$ cat src/common/vco_cal_defs.svh
// Register offsets, field positions, reset values and counts of the VCO band calibration block.
`ifndef VCO_CAL_DEFS_SVH
`define VCO_CAL_DEFS_SVH
`define ADDR_INTEGER 6'h03
`define ADDR_FRACT 6'h04
`define ADDR_VCO_WRITE 6'h05
`define ADDR_MODE 6'h06
`define ADDR_LOCK_CFG 6'h07
`define ADDR_CAL_CFG 6'h0a
`define ADDR_SW_READBACK 6'h10
`define FRAC_MODE_BIT 11
`define RELOCK_BIT 13
`define CAL_DISABLE_BIT 11
`define CLKDIV_MSB 14
`define CLKDIV_LSB 13
`define WAITK_MSB 7
`define WAITK_LSB 6
`define MEASN_MSB 2
`define MEASN_LSB 0
`define VW_ADDR_MSB 6
`define VW_ADDR_LSB 3
`define VW_KEEP_MSB 6
`define VW_DATA_LSB 7
`define VREG_SWITCH 4'h0
`define VREG_BIAS 4'h2
`define VREG_CONFIG 4'h3
`define FRAME_BITS 5'd31
`define HEAD_BITS 5'd7
`define WAIT_UNIT 9'd128
`define VSPI_BITS 5'd16
`define MODE_RESET 24'h000800
`define LOCK_CFG_RESET 24'h002000
`define CAL_CFG_RESET 24'h000005
`define DIVIDE_RESET 6'h01
`define DIVIDE_MAX 6'h3e
`endif

$ cat src/common/vco_cal_pkg.sv
// Types shared by the VCO band calibration block.
package vco_cal_pkg;
  // Calibration sequencer states, Gray coded in the order listed.
  typedef enum logic [2:0] {
    CAL_IDLE = 3'b000,
    CAL_SEND = 3'b001,
    CAL_XFER = 3'b011,
    CAL_SETTLE = 3'b010,
    CAL_MEAS = 3'b110,
    CAL_JUDGE = 3'b111,
    CAL_DONE = 3'b101
  } cal_state_e;
  // Output frequency mode of the VCO subsystem.
  typedef enum logic [1:0] {
    MODE_FUNDAMENTAL = 2'h0,
    MODE_DIVIDED = 2'h1,
    MODE_DOUBLED = 2'h2
  } vco_mode_e;
  // VCO output stage settings as mirrored from writes to the VCO.
  typedef struct packed {
    vco_mode_e mode;
    logic [5:0] divide;
    logic [1:0] gain;
    logic doubler;
  } vco_out_s;
endpackage

$ cat src/core/vco_auto_band_calibration_ctrl.sv
// VCO band calibration controller with main serial port, relock and manual switch control.
`include "vco_cal_defs.svh"
module vco_auto_band_calibration_ctrl #(
  parameter int SW_BITS = 8,
  parameter int INT_BITS = 19
) (
  // Clock, reset and enable.
  input wire logic CLK,
  input wire logic RESETN,
  input wire logic CE,
  // Main serial port.
  input wire logic SEN,
  input wire logic SCK,
  input wire logic SDI,
  output logic LOCK_DETECT_SERIAL_OUT,
  // Loop timing and lock status.
  input wire logic PD_TICK,
  input wire logic VCO_TICK,
  input wire logic LOCK_DETECT,
  // VCO serial link.
  output logic VCO_SERIAL_CLOCK,
  output logic VSDATA,
  output logic VSEN,
  // Synthesizer controls.
  output logic TUNE_HOLD_MID,
  output logic CAL_BUSY,
  output logic [23:0] FRAC_TO_MOD,
  output logic [INT_BITS-1:0] INT_TO_PRESCALER,
  output vco_cal_pkg::vco_out_s VCO_OUT
);
  import vco_cal_pkg::*;

  // Expected VCO count over 2^n phase detector periods: floor(N * 2^n).
  function automatic logic [31:0] cal_target(input logic [INT_BITS-1:0] nint,
                                             input logic [23:0] nfrac, input logic [2:0] n);
    logic [INT_BITS+23:0] full;
    full = {nint, nfrac};
    return 32'(full >> (5'd24 - {2'b00, n}));
  endfunction

  function automatic logic [31:0] abs_diff(input logic [31:0] a, input logic [31:0] b);
    return (a > b) ? a - b : b - a;
  endfunction

  // Serial port state.
  logic sck_prev_reg, sck_prev_next, sen_prev_reg, sen_prev_next;
  logic [30:0] shift_reg, shift_next;
  logic [4:0] bit_cnt_reg, bit_cnt_next;
  logic [23:0] sdo_sh_reg, sdo_sh_next;
  logic reading_reg, reading_next, serial_out_next;
  logic sck_rise, wr_commit;
  logic [5:0] wr_addr, rd_addr;
  logic [23:0] wr_data, rd_data;

  // Configuration and output state.
  logic [INT_BITS-1:0] int_reg, int_next, int_out_next;
  logic [23:0] frac_reg, frac_next, frac_out_next;
  logic [23:0] mode_reg, mode_next, lock_cfg_reg, lock_cfg_next, cal_cfg_reg, cal_cfg_next;
  logic [15:0] vco_word_reg, vco_word_next;
  logic [SW_BITS-1:0] sw_reg, sw_next;
  logic pend_reg, pend_next;
  vco_out_s vco_out_next;

  // Calibration sequencer state.
  cal_state_e state_reg, state_next;
  logic [SW_BITS-1:0] try_reg, try_next, best_reg, best_next;
  logic [31:0] err_reg, err_next, cnt_reg, cnt_next;
  logic [2:0] bit_reg, bit_next;
  logic [7:0] pd_cnt_reg, pd_cnt_next;
  logic [8:0] wait_reg, wait_next;
  logic final_reg, final_next, req_reg, req_next, used_reg, used_next;
  logic lock_prev_reg, busy_next;

  // Link to the VCO serialiser.
  logic tx_start, tx_busy, fsm_tick;
  logic [15:0] tx_word;
  logic cal_off, unlock_evt, vco_sw_wr, vco_bias_wr;
  logic [8:0] vco_data;

  assign cal_off = cal_cfg_reg[`CAL_DISABLE_BIT];
  assign sck_rise = SEN && SCK && !sck_prev_reg;
  assign wr_commit = sen_prev_reg && !SEN && bit_cnt_reg == `FRAME_BITS && !shift_reg[30];
  assign wr_addr = shift_reg[29:24];
  assign wr_data = shift_reg[23:0];
  assign rd_addr = {shift_reg[4:0], SDI};
  assign vco_data = wr_data[15:`VW_DATA_LSB];
  assign vco_sw_wr = wr_commit && wr_addr == `ADDR_VCO_WRITE
                     && wr_data[`VW_ADDR_MSB:`VW_ADDR_LSB] == `VREG_SWITCH;
  assign vco_bias_wr = wr_commit && wr_addr == `ADDR_VCO_WRITE
                       && wr_data[`VW_ADDR_MSB:`VW_ADDR_LSB] == `VREG_BIAS;
  assign unlock_evt = lock_prev_reg && !LOCK_DETECT && lock_cfg_reg[`RELOCK_BIT]
                      && !used_reg && !cal_off;

  // Read decode; unmapped offsets read as zero.
  always_comb begin
    if (rd_addr == `ADDR_INTEGER) begin
      rd_data = 24'(int_reg);
    end else if (rd_addr == `ADDR_FRACT) begin
      rd_data = frac_reg;
    end else if (rd_addr == `ADDR_MODE) begin
      rd_data = mode_reg;
    end else if (rd_addr == `ADDR_LOCK_CFG) begin
      rd_data = lock_cfg_reg;
    end else if (rd_addr == `ADDR_CAL_CFG) begin
      rd_data = cal_cfg_reg;
    end else if (rd_addr == `ADDR_SW_READBACK) begin
      rd_data = 24'(sw_reg);
    end else begin
      rd_data = 24'h000000;
    end
  end

  // Main serial port: read/write bit, 6-bit address, 24 data bits, all MSB first.
  always_comb begin
    sck_prev_next = SCK;
    sen_prev_next = SEN;
    shift_next = shift_reg;
    bit_cnt_next = SEN ? bit_cnt_reg : 5'd0;
    sdo_sh_next = sdo_sh_reg;
    reading_next = SEN && reading_reg;
    if (sck_rise) begin
      shift_next = {shift_reg[29:0], SDI};
      bit_cnt_next = (bit_cnt_reg == `FRAME_BITS) ? bit_cnt_reg : bit_cnt_reg + 5'd1;
      if (bit_cnt_reg == `HEAD_BITS - 5'd1) begin
        reading_next = shift_reg[5];
        sdo_sh_next = rd_data;
      end else if (reading_reg) begin
        sdo_sh_next = {sdo_sh_reg[22:0], 1'b0};
      end
    end
    // Outside a read frame the pin reports lock.
    serial_out_next = reading_next ? sdo_sh_next[23] : LOCK_DETECT;
  end

  // Register writes, immediate loads and manual VCO control.
  always_comb begin
    int_next = int_reg;
    frac_next = frac_reg;
    mode_next = mode_reg;
    lock_cfg_next = lock_cfg_reg;
    cal_cfg_next = cal_cfg_reg;
    vco_word_next = vco_word_reg;
    int_out_next = INT_TO_PRESCALER;
    frac_out_next = FRAC_TO_MOD;
    vco_out_next = VCO_OUT;
    sw_next = sw_reg;
    pend_next = pend_reg && !(tx_start && state_reg == CAL_IDLE);
    // A request waits while the serialiser is busy; one raised as it is taken survives.
    req_next = req_reg && !(state_reg == CAL_IDLE && !tx_busy);
    // Calibrated values load first, so a same-cycle write with calibration off still wins.
    if (state_reg == CAL_DONE) begin
      frac_out_next = frac_reg;
      int_out_next = int_reg;
    end
    if (wr_commit) begin
      if (wr_addr == `ADDR_INTEGER) begin
        int_next = wr_data[INT_BITS-1:0];
        if (cal_off) begin
          int_out_next = wr_data[INT_BITS-1:0];
        end else if (!mode_reg[`FRAC_MODE_BIT]) begin
          req_next = 1'b1;
        end
      end else if (wr_addr == `ADDR_FRACT) begin
        frac_next = wr_data;
        if (cal_off) begin
          frac_out_next = wr_data;
        end else if (mode_reg[`FRAC_MODE_BIT]) begin
          req_next = 1'b1;
        end
      end else if (wr_addr == `ADDR_VCO_WRITE) begin
        vco_word_next = wr_data[15:0];
        pend_next = 1'b1;
      end else if (wr_addr == `ADDR_MODE) begin
        mode_next = wr_data;
      end else if (wr_addr == `ADDR_LOCK_CFG) begin
        lock_cfg_next = wr_data;
      end else if (wr_addr == `ADDR_CAL_CFG) begin
        cal_cfg_next = wr_data;
      end
    end
    if (unlock_evt && state_reg == CAL_IDLE) begin
      req_next = 1'b1;
    end
    if (vco_sw_wr) begin
      sw_next = vco_data[SW_BITS-1:0];
    end else if (state_reg == CAL_DONE) begin
      sw_next = best_reg;
    end
    // Odd divide values other than 1, zero and out-of-range values are not taken.
    if (vco_bias_wr && (vco_data[5:0] == `DIVIDE_RESET
        || (!vco_data[0] && vco_data[5:0] != 6'h00 && vco_data[5:0] <= `DIVIDE_MAX))) begin
      vco_out_next.divide = vco_data[5:0];
    end
    if (vco_bias_wr) begin
      vco_out_next.gain = vco_data[7:6];
    end
    if (wr_commit && wr_addr == `ADDR_VCO_WRITE
        && wr_data[`VW_ADDR_MSB:`VW_ADDR_LSB] == `VREG_CONFIG) begin
      vco_out_next.doubler = vco_data[0];
    end
    vco_out_next.mode = vco_out_next.doubler ? MODE_DOUBLED :
                        (vco_out_next.divide == `DIVIDE_RESET) ? MODE_FUNDAMENTAL : MODE_DIVIDED;
  end

  // Calibrator words keep the address and identifier that the host placed in the VCO word.
  always_comb begin
    tx_start = 1'b0;
    tx_word = vco_word_reg;
    if (state_reg == CAL_SEND) begin
      tx_start = !tx_busy;
      tx_word = {9'(final_reg ? best_reg : try_reg), vco_word_reg[`VW_KEEP_MSB:0]};
    end else if (state_reg == CAL_IDLE && pend_reg && !req_reg) begin
      tx_start = !tx_busy;
    end
  end

  // Successive approximation over the switch bits, remembering the closest count seen.
  always_comb begin
    state_next = state_reg;
    try_next = try_reg;
    best_next = best_reg;
    err_next = err_reg;
    cnt_next = cnt_reg;
    bit_next = bit_reg;
    pd_cnt_next = pd_cnt_reg;
    wait_next = wait_reg;
    final_next = final_reg;
    used_next = (used_reg && !LOCK_DETECT) || (unlock_evt && state_reg == CAL_IDLE);
    case (state_reg)
      CAL_IDLE: begin
        if (req_reg && !tx_busy) begin
          state_next = CAL_SEND;
          bit_next = 3'(SW_BITS - 1);
          try_next = SW_BITS'(1) << (SW_BITS - 1);
          err_next = 32'hffffffff;
          final_next = 1'b0;
        end
      end
      CAL_SEND: begin
        if (tx_start) begin
          state_next = CAL_XFER;
        end
      end
      CAL_XFER: begin
        wait_next = 9'd0;
        if (!tx_busy) begin
          state_next = final_reg ? CAL_DONE : CAL_SETTLE;
        end
      end
      CAL_SETTLE: begin
        cnt_next = 32'h0;
        pd_cnt_next = 8'h00;
        if (wait_reg >= `WAIT_UNIT * {7'h00, cal_cfg_reg[`WAITK_MSB:`WAITK_LSB]}) begin
          state_next = CAL_MEAS;
        end else if (fsm_tick) begin
          wait_next = wait_reg + 9'd1;
        end
      end
      CAL_MEAS: begin
        cnt_next = cnt_reg + {31'h0, VCO_TICK};
        pd_cnt_next = pd_cnt_reg + {7'h00, PD_TICK};
        if (pd_cnt_reg == (8'h01 << cal_cfg_reg[`MEASN_MSB:`MEASN_LSB])) begin
          state_next = CAL_JUDGE;
          cnt_next = cnt_reg;
        end
      end
      CAL_JUDGE: begin
        if (abs_diff(cnt_reg, cal_target(int_reg, frac_reg,
            cal_cfg_reg[`MEASN_MSB:`MEASN_LSB])) < err_reg) begin
          best_next = try_reg;
          err_next = abs_diff(cnt_reg, cal_target(int_reg, frac_reg,
                              cal_cfg_reg[`MEASN_MSB:`MEASN_LSB]));
        end
        // Running fast means too little capacitance, so the trial bit stays set.
        if (cnt_reg <= cal_target(int_reg, frac_reg, cal_cfg_reg[`MEASN_MSB:`MEASN_LSB])) begin
          try_next = try_reg & ~(SW_BITS'(1) << bit_reg);
        end
        if (bit_reg == 3'd0) begin
          final_next = 1'b1;
        end else begin
          bit_next = bit_reg - 3'd1;
          try_next = try_next | (SW_BITS'(1) << (bit_reg - 3'd1));
        end
        state_next = CAL_SEND;
      end
      CAL_DONE: begin
        state_next = CAL_IDLE;
      end
      default: begin
        state_next = CAL_IDLE;
      end
    endcase
    busy_next = state_next != CAL_IDLE;
  end

  always_ff @(posedge CLK or negedge RESETN) begin
    if (!RESETN) begin
      sck_prev_reg <= 1'b0;
      sen_prev_reg <= 1'b0;
      shift_reg <= 31'h0;
      bit_cnt_reg <= 5'd0;
      sdo_sh_reg <= 24'h0;
      reading_reg <= 1'b0;
      LOCK_DETECT_SERIAL_OUT <= 1'b0;
      int_reg <= '0;
      frac_reg <= 24'h0;
      mode_reg <= `MODE_RESET;
      lock_cfg_reg <= `LOCK_CFG_RESET;
      cal_cfg_reg <= `CAL_CFG_RESET;
      vco_word_reg <= 16'h0000;
      INT_TO_PRESCALER <= '0;
      FRAC_TO_MOD <= 24'h0;
      VCO_OUT <= '{mode: MODE_FUNDAMENTAL, divide: `DIVIDE_RESET, gain: 2'h0, doubler: 1'b0};
      sw_reg <= '0;
      pend_reg <= 1'b0;
      req_reg <= 1'b0;
      state_reg <= CAL_IDLE;
      try_reg <= '0;
      best_reg <= '0;
      err_reg <= 32'h0;
      cnt_reg <= 32'h0;
      bit_reg <= 3'd0;
      pd_cnt_reg <= 8'h00;
      wait_reg <= 9'd0;
      final_reg <= 1'b0;
      used_reg <= 1'b0;
      lock_prev_reg <= 1'b0;
      CAL_BUSY <= 1'b0;
      TUNE_HOLD_MID <= 1'b0;
    end else if (CE) begin
      sck_prev_reg <= sck_prev_next;
      sen_prev_reg <= sen_prev_next;
      shift_reg <= shift_next;
      bit_cnt_reg <= bit_cnt_next;
      sdo_sh_reg <= sdo_sh_next;
      reading_reg <= reading_next;
      LOCK_DETECT_SERIAL_OUT <= serial_out_next;
      int_reg <= int_next;
      frac_reg <= frac_next;
      mode_reg <= mode_next;
      lock_cfg_reg <= lock_cfg_next;
      cal_cfg_reg <= cal_cfg_next;
      vco_word_reg <= vco_word_next;
      INT_TO_PRESCALER <= int_out_next;
      FRAC_TO_MOD <= frac_out_next;
      VCO_OUT <= vco_out_next;
      sw_reg <= sw_next;
      pend_reg <= pend_next;
      req_reg <= req_next;
      state_reg <= state_next;
      try_reg <= try_next;
      best_reg <= best_next;
      err_reg <= err_next;
      cnt_reg <= cnt_next;
      bit_reg <= bit_next;
      pd_cnt_reg <= pd_cnt_next;
      wait_reg <= wait_next;
      final_reg <= final_next;
      used_reg <= used_next;
      lock_prev_reg <= LOCK_DETECT;
      CAL_BUSY <= busy_next;
      TUNE_HOLD_MID <= busy_next;
    end
  end

  vco_serial_tx u_tx (
    .clk(CLK),
    .resetn(RESETN),
    .ce(CE),
    .div_sel(cal_cfg_reg[`CLKDIV_MSB:`CLKDIV_LSB]),
    .start(tx_start),
    .word(tx_word),
    .busy(tx_busy),
    .fsm_tick(fsm_tick),
    .sclk(VCO_SERIAL_CLOCK),
    .vsdata(VSDATA),
    .vsen(VSEN)
  );
endmodule

$ cat src/core/vco_serial_tx.sv
// Serialiser that sends one 16-bit word to the VCO subsystem on the divided serial clock.
`include "vco_cal_defs.svh"
module vco_serial_tx (
  // Clock, reset and enable.
  input wire logic clk,
  input wire logic resetn,
  input wire logic ce,
  // Divider choice and word request.
  input wire logic [1:0] div_sel,
  input wire logic start,
  input wire logic [15:0] word,
  // Status and serial pins.
  output logic busy,
  output logic fsm_tick,
  output logic sclk,
  output logic vsdata,
  output logic vsen
);
  logic [5:0] div_cnt_reg, div_cnt_next, div_last;
  logic [15:0] sh_reg, sh_next;
  logic [4:0] bits_reg, bits_next;
  logic busy_next, tick_next, sclk_next, vsdata_next;

  // Half-period lengths 1, 4, 16 and 32 reference cycles; each serial bit takes two ticks.
  always_comb begin
    case (div_sel)
      2'h0: div_last = 6'd0;
      2'h1: div_last = 6'd3;
      2'h2: div_last = 6'd15;
      default: div_last = 6'd31;
    endcase
  end

  // Divider and shifter: data changes with the low phase, the VCO samples on the rise.
  always_comb begin
    div_cnt_next = (div_cnt_reg >= div_last) ? 6'd0 : div_cnt_reg + 6'd1;
    tick_next = (div_cnt_reg >= div_last);
    sh_next = sh_reg;
    bits_next = bits_reg;
    busy_next = busy;
    sclk_next = sclk;
    vsdata_next = vsdata;
    if (start && !busy) begin
      // The first bit must already stand on the line when the first rise comes.
      sh_next = {word[14:0], 1'b0};
      vsdata_next = word[15];
      bits_next = 5'd0;
      busy_next = 1'b1;
    end else if (busy && fsm_tick) begin
      if (sclk) begin
        sclk_next = 1'b0;
        if (bits_reg == `VSPI_BITS) begin
          busy_next = 1'b0;
        end else begin
          vsdata_next = sh_reg[15];
          sh_next = {sh_reg[14:0], 1'b0};
        end
      end else if (bits_reg != `VSPI_BITS || vsen) begin
        sclk_next = (bits_reg != `VSPI_BITS) && vsen;
        bits_next = vsen ? bits_reg + 5'd1 : bits_reg;
      end
    end
  end

  always_ff @(posedge clk or negedge resetn) begin
    if (!resetn) begin
      div_cnt_reg <= 6'd0;
      sh_reg <= 16'h0000;
      bits_reg <= 5'd0;
      busy <= 1'b0;
      fsm_tick <= 1'b0;
      sclk <= 1'b0;
      vsdata <= 1'b0;
      vsen <= 1'b0;
    end else if (ce) begin
      div_cnt_reg <= div_cnt_next;
      sh_reg <= sh_next;
      bits_reg <= bits_next;
      busy <= busy_next;
      fsm_tick <= tick_next;
      sclk <= sclk_next;
      vsdata <= vsdata_next;
      vsen <= busy_next;
    end
  end

  // Helper count of serial clock rises within one enable window.
  logic [4:0] rise_cnt;
  always_ff @(posedge clk or negedge resetn) begin
    if (!resetn) begin
      rise_cnt <= 5'd0;
    end else if (ce) begin
      rise_cnt <= !vsen ? 5'd0 : rise_cnt + {4'h0, sclk_next & ~sclk};
    end
  end
endmodule

$ cat config.mk
export PLATFORM = sky130hd
export DESIGN_NAME = vco_auto_band_calibration_ctrl
export DESIGN_NICKNAME = d
export VERILOG_FILES = /design/src/common/vco_cal_pkg.sv /design/src/core/vco_auto_band_calibration_ctrl.sv /design/src/core/vco_serial_tx.sv
export VERILOG_INCLUDE_DIRS = /design/src /design/src/common
export SDC_FILE = /design/constraint.sdc
export NUM_CORES = 1
export LEC_CHECK = 0
export BUFFER_PORTS_ARGS = -buffer_cell sky130_fd_sc_hd__clkbuf_2
export CORE_MARGIN = 2
export CORE_UTILIZATION = 40
export DETAILED_ROUTE_END_ITERATION = 7
export HOLD_SLACK_MARGIN = 0.08
export PLACE_DENSITY = 0.62
export SYNTH_ARGS = -nofsm -noshare
export SYNTH_HDL_FRONTEND = slang
export SYNTH_SLANG_ARGS = --single-unit
$ cat constraint.sdc
create_clock -name CLK -period 7.7 [get_ports CLK]
set_input_delay 0.385 -clock CLK [delete_from_list [all_inputs] [get_ports CLK]]
set_output_delay 0.385 -clock CLK [all_outputs]
set_load 0.1 [all_outputs]
Word level (Yosys, flattened, before mapping)
Index checks and enable logic that the tools add are counted.
{"block": "totals", "inputBits": 9, "out_inout_bits": 60, "word_cells": 288, "register_bits": 397}
{"block": "op_classes", "n_eq_ne": 40, "shift": 4, "mux": 95, "n_bitwise": 9, "magnitude_cmp": 6, "reduce_logical": 82, "addsub": 10}
{"cell": "two-way mux 24 bit", "n": 13}
{"cell": "two-way mux 32 bit", "n": 4}
{"cell": "case mux 32 bit (2 select lines)", "n": 2}
{"cell": "two-way mux 16 bit", "n": 5}
{"cell": "two-way mux 19 bit", "n": 4}
{"cell": "two-way mux 8 bit", "n": 8}
{"cell": "subtractor 32 bit", "n": 2}
{"cell": "right shift 43 x 5 -> 32 bit", "n": 1}
{"cell": "equality test 6 x 3 -> 1 bit (second input constant)", "n": 7}
{"cell": "two-way mux 5 bit", "n": 8}
{"cell": "adder 32 x 1 -> 32 bit", "n": 1}
{"cell": "> comparator 32 bit", "n": 1}
{"cell": "<= comparator 32 bit", "n": 1}
{"cell": "less-than comparator 32 bit", "n": 1}
{"cell": "case mux 8 bit (2 select lines)", "n": 2}
{"cell": "two-way mux 1 bit", "n": 31}
{"cell": "logical AND 1 bit", "n": 29}
{"cell": "AND reduction 4 bit", "n": 7}
{"cell": "two-way mux 3 bit", "n": 8}
{"cell": "<< shifter 1 x 3 -> 8 bit (first input constant)", "n": 3}
{"cell": "AND reduction 3 bit", "n": 7}
{"cell": "nonzero test 2 bit", "n": 10}
{"cell": "two-way mux 9 bit", "n": 2}
{"cell": "case mux 3 bit (6 select lines)", "n": 1}
{"cell": "47 further kinds", "n": 88}

Depth between registers and ports, before layout
{"block": "depth", "depth_word": 12, "ltp_mapped": 36, "depth_no_buf": 29}

Hierarchy
From an unflattened synthesis, not the netlist that was laid out.
{"block": "unflattened", "cells_unflattened": 2459, "hier_area_um2": 23258.6}
{"module": "vco_auto_band_calibration_ctrl", "cells_per_inst": 2312, "area_per_inst_um2": 21534.4, "seq_area_each_um2": 9140.0, "n_inst": 1}
{"module": "vco_serial_tx", "cells_per_inst": 147, "area_per_inst_um2": 1724.2, "seq_area_each_um2": 750.7, "n_inst": 1}

Least setup slack after synthesis
No wires, ideal clock.
{"block": "synth_timing", "path_type": "reg2reg", "startpoint": "register cal_cfg_reg[0]", "endpoint": "register err_reg[25]", "setup_time_ns": 0.128, "path_buffers": 9, "t_arrival_ns": 7.592, "stages_incl_launch_ff": 34, "required_ns": 7.572, "slack_ns": -0.020, "period_less_slack_ns": 7.720, "path_cell_list": "dfstp_2 > buf_1 > inv_1 > clkbuf_1 > ha_1 > clkbuf_1 > buf_1 > clkbuf_1 > mux4_2 > mux2i_1 > nand2_1 > o21ai_0 > inv_1 > ha_1 > clkbuf_1 > nand4_1 > nor4_1 > and2b_1 > a21boi_4 > nor2_2 > buf_6 > buf_6 > mux2i_1 > o21ai_1 > xnor2_1 > ha_1 > a21o_1 > a21o_1 > a211o_1 > a21oi_1 > o21a_1 > clkbuf_1 > o2111a_1 > nor3_1"}
{"block": "synth_via", "elab_chain_cells": 7, "elab_cells_between_ends": 11, "cone_classes": "3 x add/sub; 2 x order compare; 1 x eq/ne; 1 x shift; 3 x mux; 1 x reduce/logical"}
{"element": "start: declaration", "line_no": "vco_auto_band_calibration_ctrl.sv:58", "source": "logic [23:0] mode_reg, mode_next, lock_cfg_reg, lock_cfg_next, cal_cfg_reg, cal_cfg_next;"}
{"element": "start signal: assignment", "line_no": "vco_auto_band_calibration_ctrl.sv:309", "source": "cal_cfg_reg <= `CAL_CFG_RESET;"}
{"element": "start signal: assignment", "line_no": "vco_auto_band_calibration_ctrl.sv:342", "source": "cal_cfg_reg <= cal_cfg_next;"}
{"element": "subtractor 4 x 4 -> 5 bit (*)", "line_no": "vco_auto_band_calibration_ctrl.sv:38", "source": "return 32'(full >> (5'd24 - {2'b00, n}));"}
{"element": "right shift 43 x 5 -> 32 bit (*)", "line_no": "vco_auto_band_calibration_ctrl.sv:38"}
{"element": "subtractor 32 bit or > comparator 32 bit (tied branches)", "line_no": "vco_auto_band_calibration_ctrl.sv:42", "source": "return (a > b) ? a - b : b - a;"}
{"element": "two-way mux 32 bit (*)", "line_no": "vco_auto_band_calibration_ctrl.sv:42"}
{"element": "less-than comparator 32 bit", "line_no": "vco_auto_band_calibration_ctrl.sv:268", "source": "if (abs_diff(cnt_reg, cal_target(int_reg, frac_reg,"}
{"element": "inequality test 2 bit (no source line)"}
{"element": "AND reduction 4 bit (no source line)"}
{"element": "end signal: assignment", "line_no": "vco_auto_band_calibration_ctrl.sv:353", "source": "err_reg <= err_next;"}
{"element": "end: declaration", "line_no": "vco_auto_band_calibration_ctrl.sv:67", "source": "logic [31:0] err_reg, err_next, cnt_reg, cnt_next;"}
Mark *: on every way between the ends. The rest lies on a longest branch, timed or not. The select of a mux whose other input is x is not followed.
A chain may end at the register's enable or synchronous reset.

Final worst setup path
Same ends and word-level chain as after synthesis.

==> results_dict.tcl <==
set metrics [dict create \
    die_h_um 246 \
    clock.fmax_mhz 137 \
    synth_common_cells "dfrtp_1, nand2_1, nor2_1" \
    io_buffers 68 \
    critical_path_required_ns 8.16 \
    multi_input_area_um2 12400 \
    avgRoutedWirePerCell_um 20.8 \
    cts.reportedPaths.clkPinSlew_ns 0.06 \
    synth_nets 2649 \
    synth_cell_types 96 \
    ys_seq_area_share_pct 42.3 \
    ant_nets 0 \
    grt_max_degree 165 \
    ys.flop_type "dfrtp_1" \
    synth_edf_count 0 \
    cts_tree "done" \
    synth_top_area_share_pct 41.8 \
    layout-drive-gt1-share_pct 15.4 \
    fin_crit_ns 7.32 \
    max_slew_margin_pct 20.1 \
    ctsHtreeMaxLevel 2 \
    diodes 0 \
    syn_area_um2 23400 \
    async_flop_share_pct 100 \
    dp_slack_ns 0.0985 \
    viasPerCell 5.80 \
    ir_drop_uv 272 \
    synth_area_per_cell_um2 9.26 \
    route.detailed.drc 0 \
    die_x_um 246 \
    critPathKind "flip-flop to flip-flop" \
    design.core.area_um2 57700 \
    cts-root-buf "clkbuf_16" \
    routed_wl_um 69200 \
    dieArea_um2 60400 \
    tritoncts_num_sinks 395 \
    place.gp.congestion 0.926 \
    io_pins 69 \
    worst_pin_slew_ns 1.20 \
    nNetsFinal 2662 \
    skew_ns 0.0297 \
    grt_first_pass_wirelength_um 110000 \
    fin_tns_setup_ns 0 \
    synth_top_area_cell "dfrtp_1" \
    synth.ff_latch_count 395 \
    cts_buffers 45 \
    pwr_density_cell_nw_per_um2 256 \
    grt-ovfl-total 0 \
    grt.total_usage_pct 22.9 \
    rsz0062_at_grt "false" \
    crit_fanout 18 \
    status "finished clean" \
    synth_most_common_cell "dfrtp_1" \
    end_kind "flip-flop" \
    p_leak_nw 12.2 \
    maxCapViolCount 0 \
    cp_data_arrival_time_ns 7.78 \
    drv_slew 0 \
    ys.warnings.count 0 \
    layout_setup_ws_ns 0.384 \
    clockBufferDepth 3 \
    area_growth_pct 11.7 \
    synthCells 2522 \
    dr.first_iter.drc_count 1802 \
    fillers 5525 \
    vias 19400 \
    clk_latency_ns 0.60 \
    period_share_pct 95.0 \
    hold_class "input pin to flip-flop" \
    grt_pass1_vias 19300 \
    cp-start-kind "flip-flop" \
    seq_area_um2 9890 \
    drt_pass1_iterations 7 \
    start_util_pct 40.5 \
    finalHoldViolCount 0 \
    yosys-top-cells-area "dfrtp_1, mux2_2, ha_1, nand2_1, a21oi_1" \
    rows 88 \
    setup_viol 0 \
    antenna_found_initial 0 \
    hpwl_um 48900 \
]
==> layout make-up <==
class / count / share of cell area, %
multi-input cells: 1833 / 47.7
clock buffers: 69 / 4.93
flip-flops and latches: 395 / 37.9
clock inverters: 13 / 0.719
repair buffers: 124 / 3.19
well taps: 765 / 3.67
inverters: 136 / 1.96
==> timing repair <==
| item | 4_1_cts | 5_1_grt |
|---|---|---|
| hold endpoints to repair | 96 | 0 |
| setup buffers | 0 | 2 |
| setup endpoints to repair | 0 | 40 |
| hold buffers | 2 | 0 |
| gates resized for setup | 0 | 9 |
==> layout by cell type (no fill, tap or decap), types with 18 or more instances in the layout <==
cell type	netlist	routed
buf_4	4	50
mux2i_1	56	56
nand2_1	307	307
mux2_2	142	142
nand4_1	29	29
o21a_1	20	20
xnor2_1	44	44
a21oi_1	203	201
clkbuf_16	0	45
o21ai_1	19	20
a222oi_1	24	24
nand3_1	56	56
nor3_1	33	29
xor2_1	22	22
a21o_1	26	26
clkbuf_2	0	66
dfrtp_1	390	390
o22ai_1	53	53
inv_1	133	133
a211oi_1	27	27
o22a_1	30	30
a221oi_1	20	18
nor2_1	211	208
o21ai_0	128	125
ha_1	116	116
==> power breakdown <==
group          total, mW  internal (mW)  switching (mW)
logic               2.14          0.797            1.34
clock network       2.15           1.23           0.914
registers           2.41           2.20           0.204
==> per-stage QoR <==
stage	area [um2]	utilization, %	total power [mW]	hold slack [ns]	instances
final	26100	45.3	6.70	0.120	3335
after global placement	24500	42.5	4.43	0.452	3248
after CTS	26000	45.1	6.64	0.0954	3332
after floorplan	23400	-	3.87	0.0894	2522
after detailed placement	24500	42.5	4.47	0.455	3248
after global routing	26100	45.3	7.07	0.134	3335
==> path summary, 6_finish.rpt <==
kind / from / cells after the start / to / slack (ns)
setup / recovery: cal_cfg_reg[0] / 27 / err_reg[25] / 0.38
hold / removal: SDI / 3 / shift_reg[0] / 0.12
setup reg to reg: cal_cfg_reg[0] / 27 / err_reg[25] / 0.38
hold reg to reg: u_tx.sh_reg[1] / 2 / u_tx.sh_reg[1] / 0.47
max in group asynchronous: RESETN / 3 / VCO_OUT[1] / 5.85
min in group asynchronous: RESETN / 2 / cnt_reg[14] / 0.43
==> cells by family after synthesis <==
family | after synthesis | share of synthesized area [%]
DFF | 395 | 42.3
xor gates and xnor gates | 66 | 2.47
adders and majority gates | 118 | 6.38
and+or+nand+nor | 776 | 15.3
buffers and inverters | 295 | 4.92
muxes | 211 | 10.5
AOI/OAI and AO/OA | 661 | 18.2
==> critical path: stages, from the launching register on <==
cell and delay (ns):
dfstp_2 0.52, inv_1 0.05, ha_1 0.33, buf_4 0.26
mux2_2 0.38, o21ai_0 0.31, mux2i_1 0.17, nand2_1 0.10
o21a_1 0.15, ha_1 0.18, inv_1 0.06, fa_1 0.42
nand3_1 0.13, a21oi_1 0.11, o31a_1 0.36, a211o_1 0.37
a31oi_1 0.39, mux2i_1 0.16, xnor2_1 0.36, ha_1 0.31
and4_1 0.22, a221oi_2 0.34, o2111ai_1 0.29, a21oi_4 0.34
o21ai_4 0.21, buf_4 0.30, o32ai_1 0.26, nor3_1 0.08
==> metal layers <==
layer,vias to the layer above,wire length (um),GRT usage (%)
met3,142,3760,3.07
met5,-,0,0
met1,9599,30400,30.8
met4,0,3090,9.80
met2,582,32000,36.9
li1,9033,-,-
Note: power is estimated with default switching activity, not from simulation.
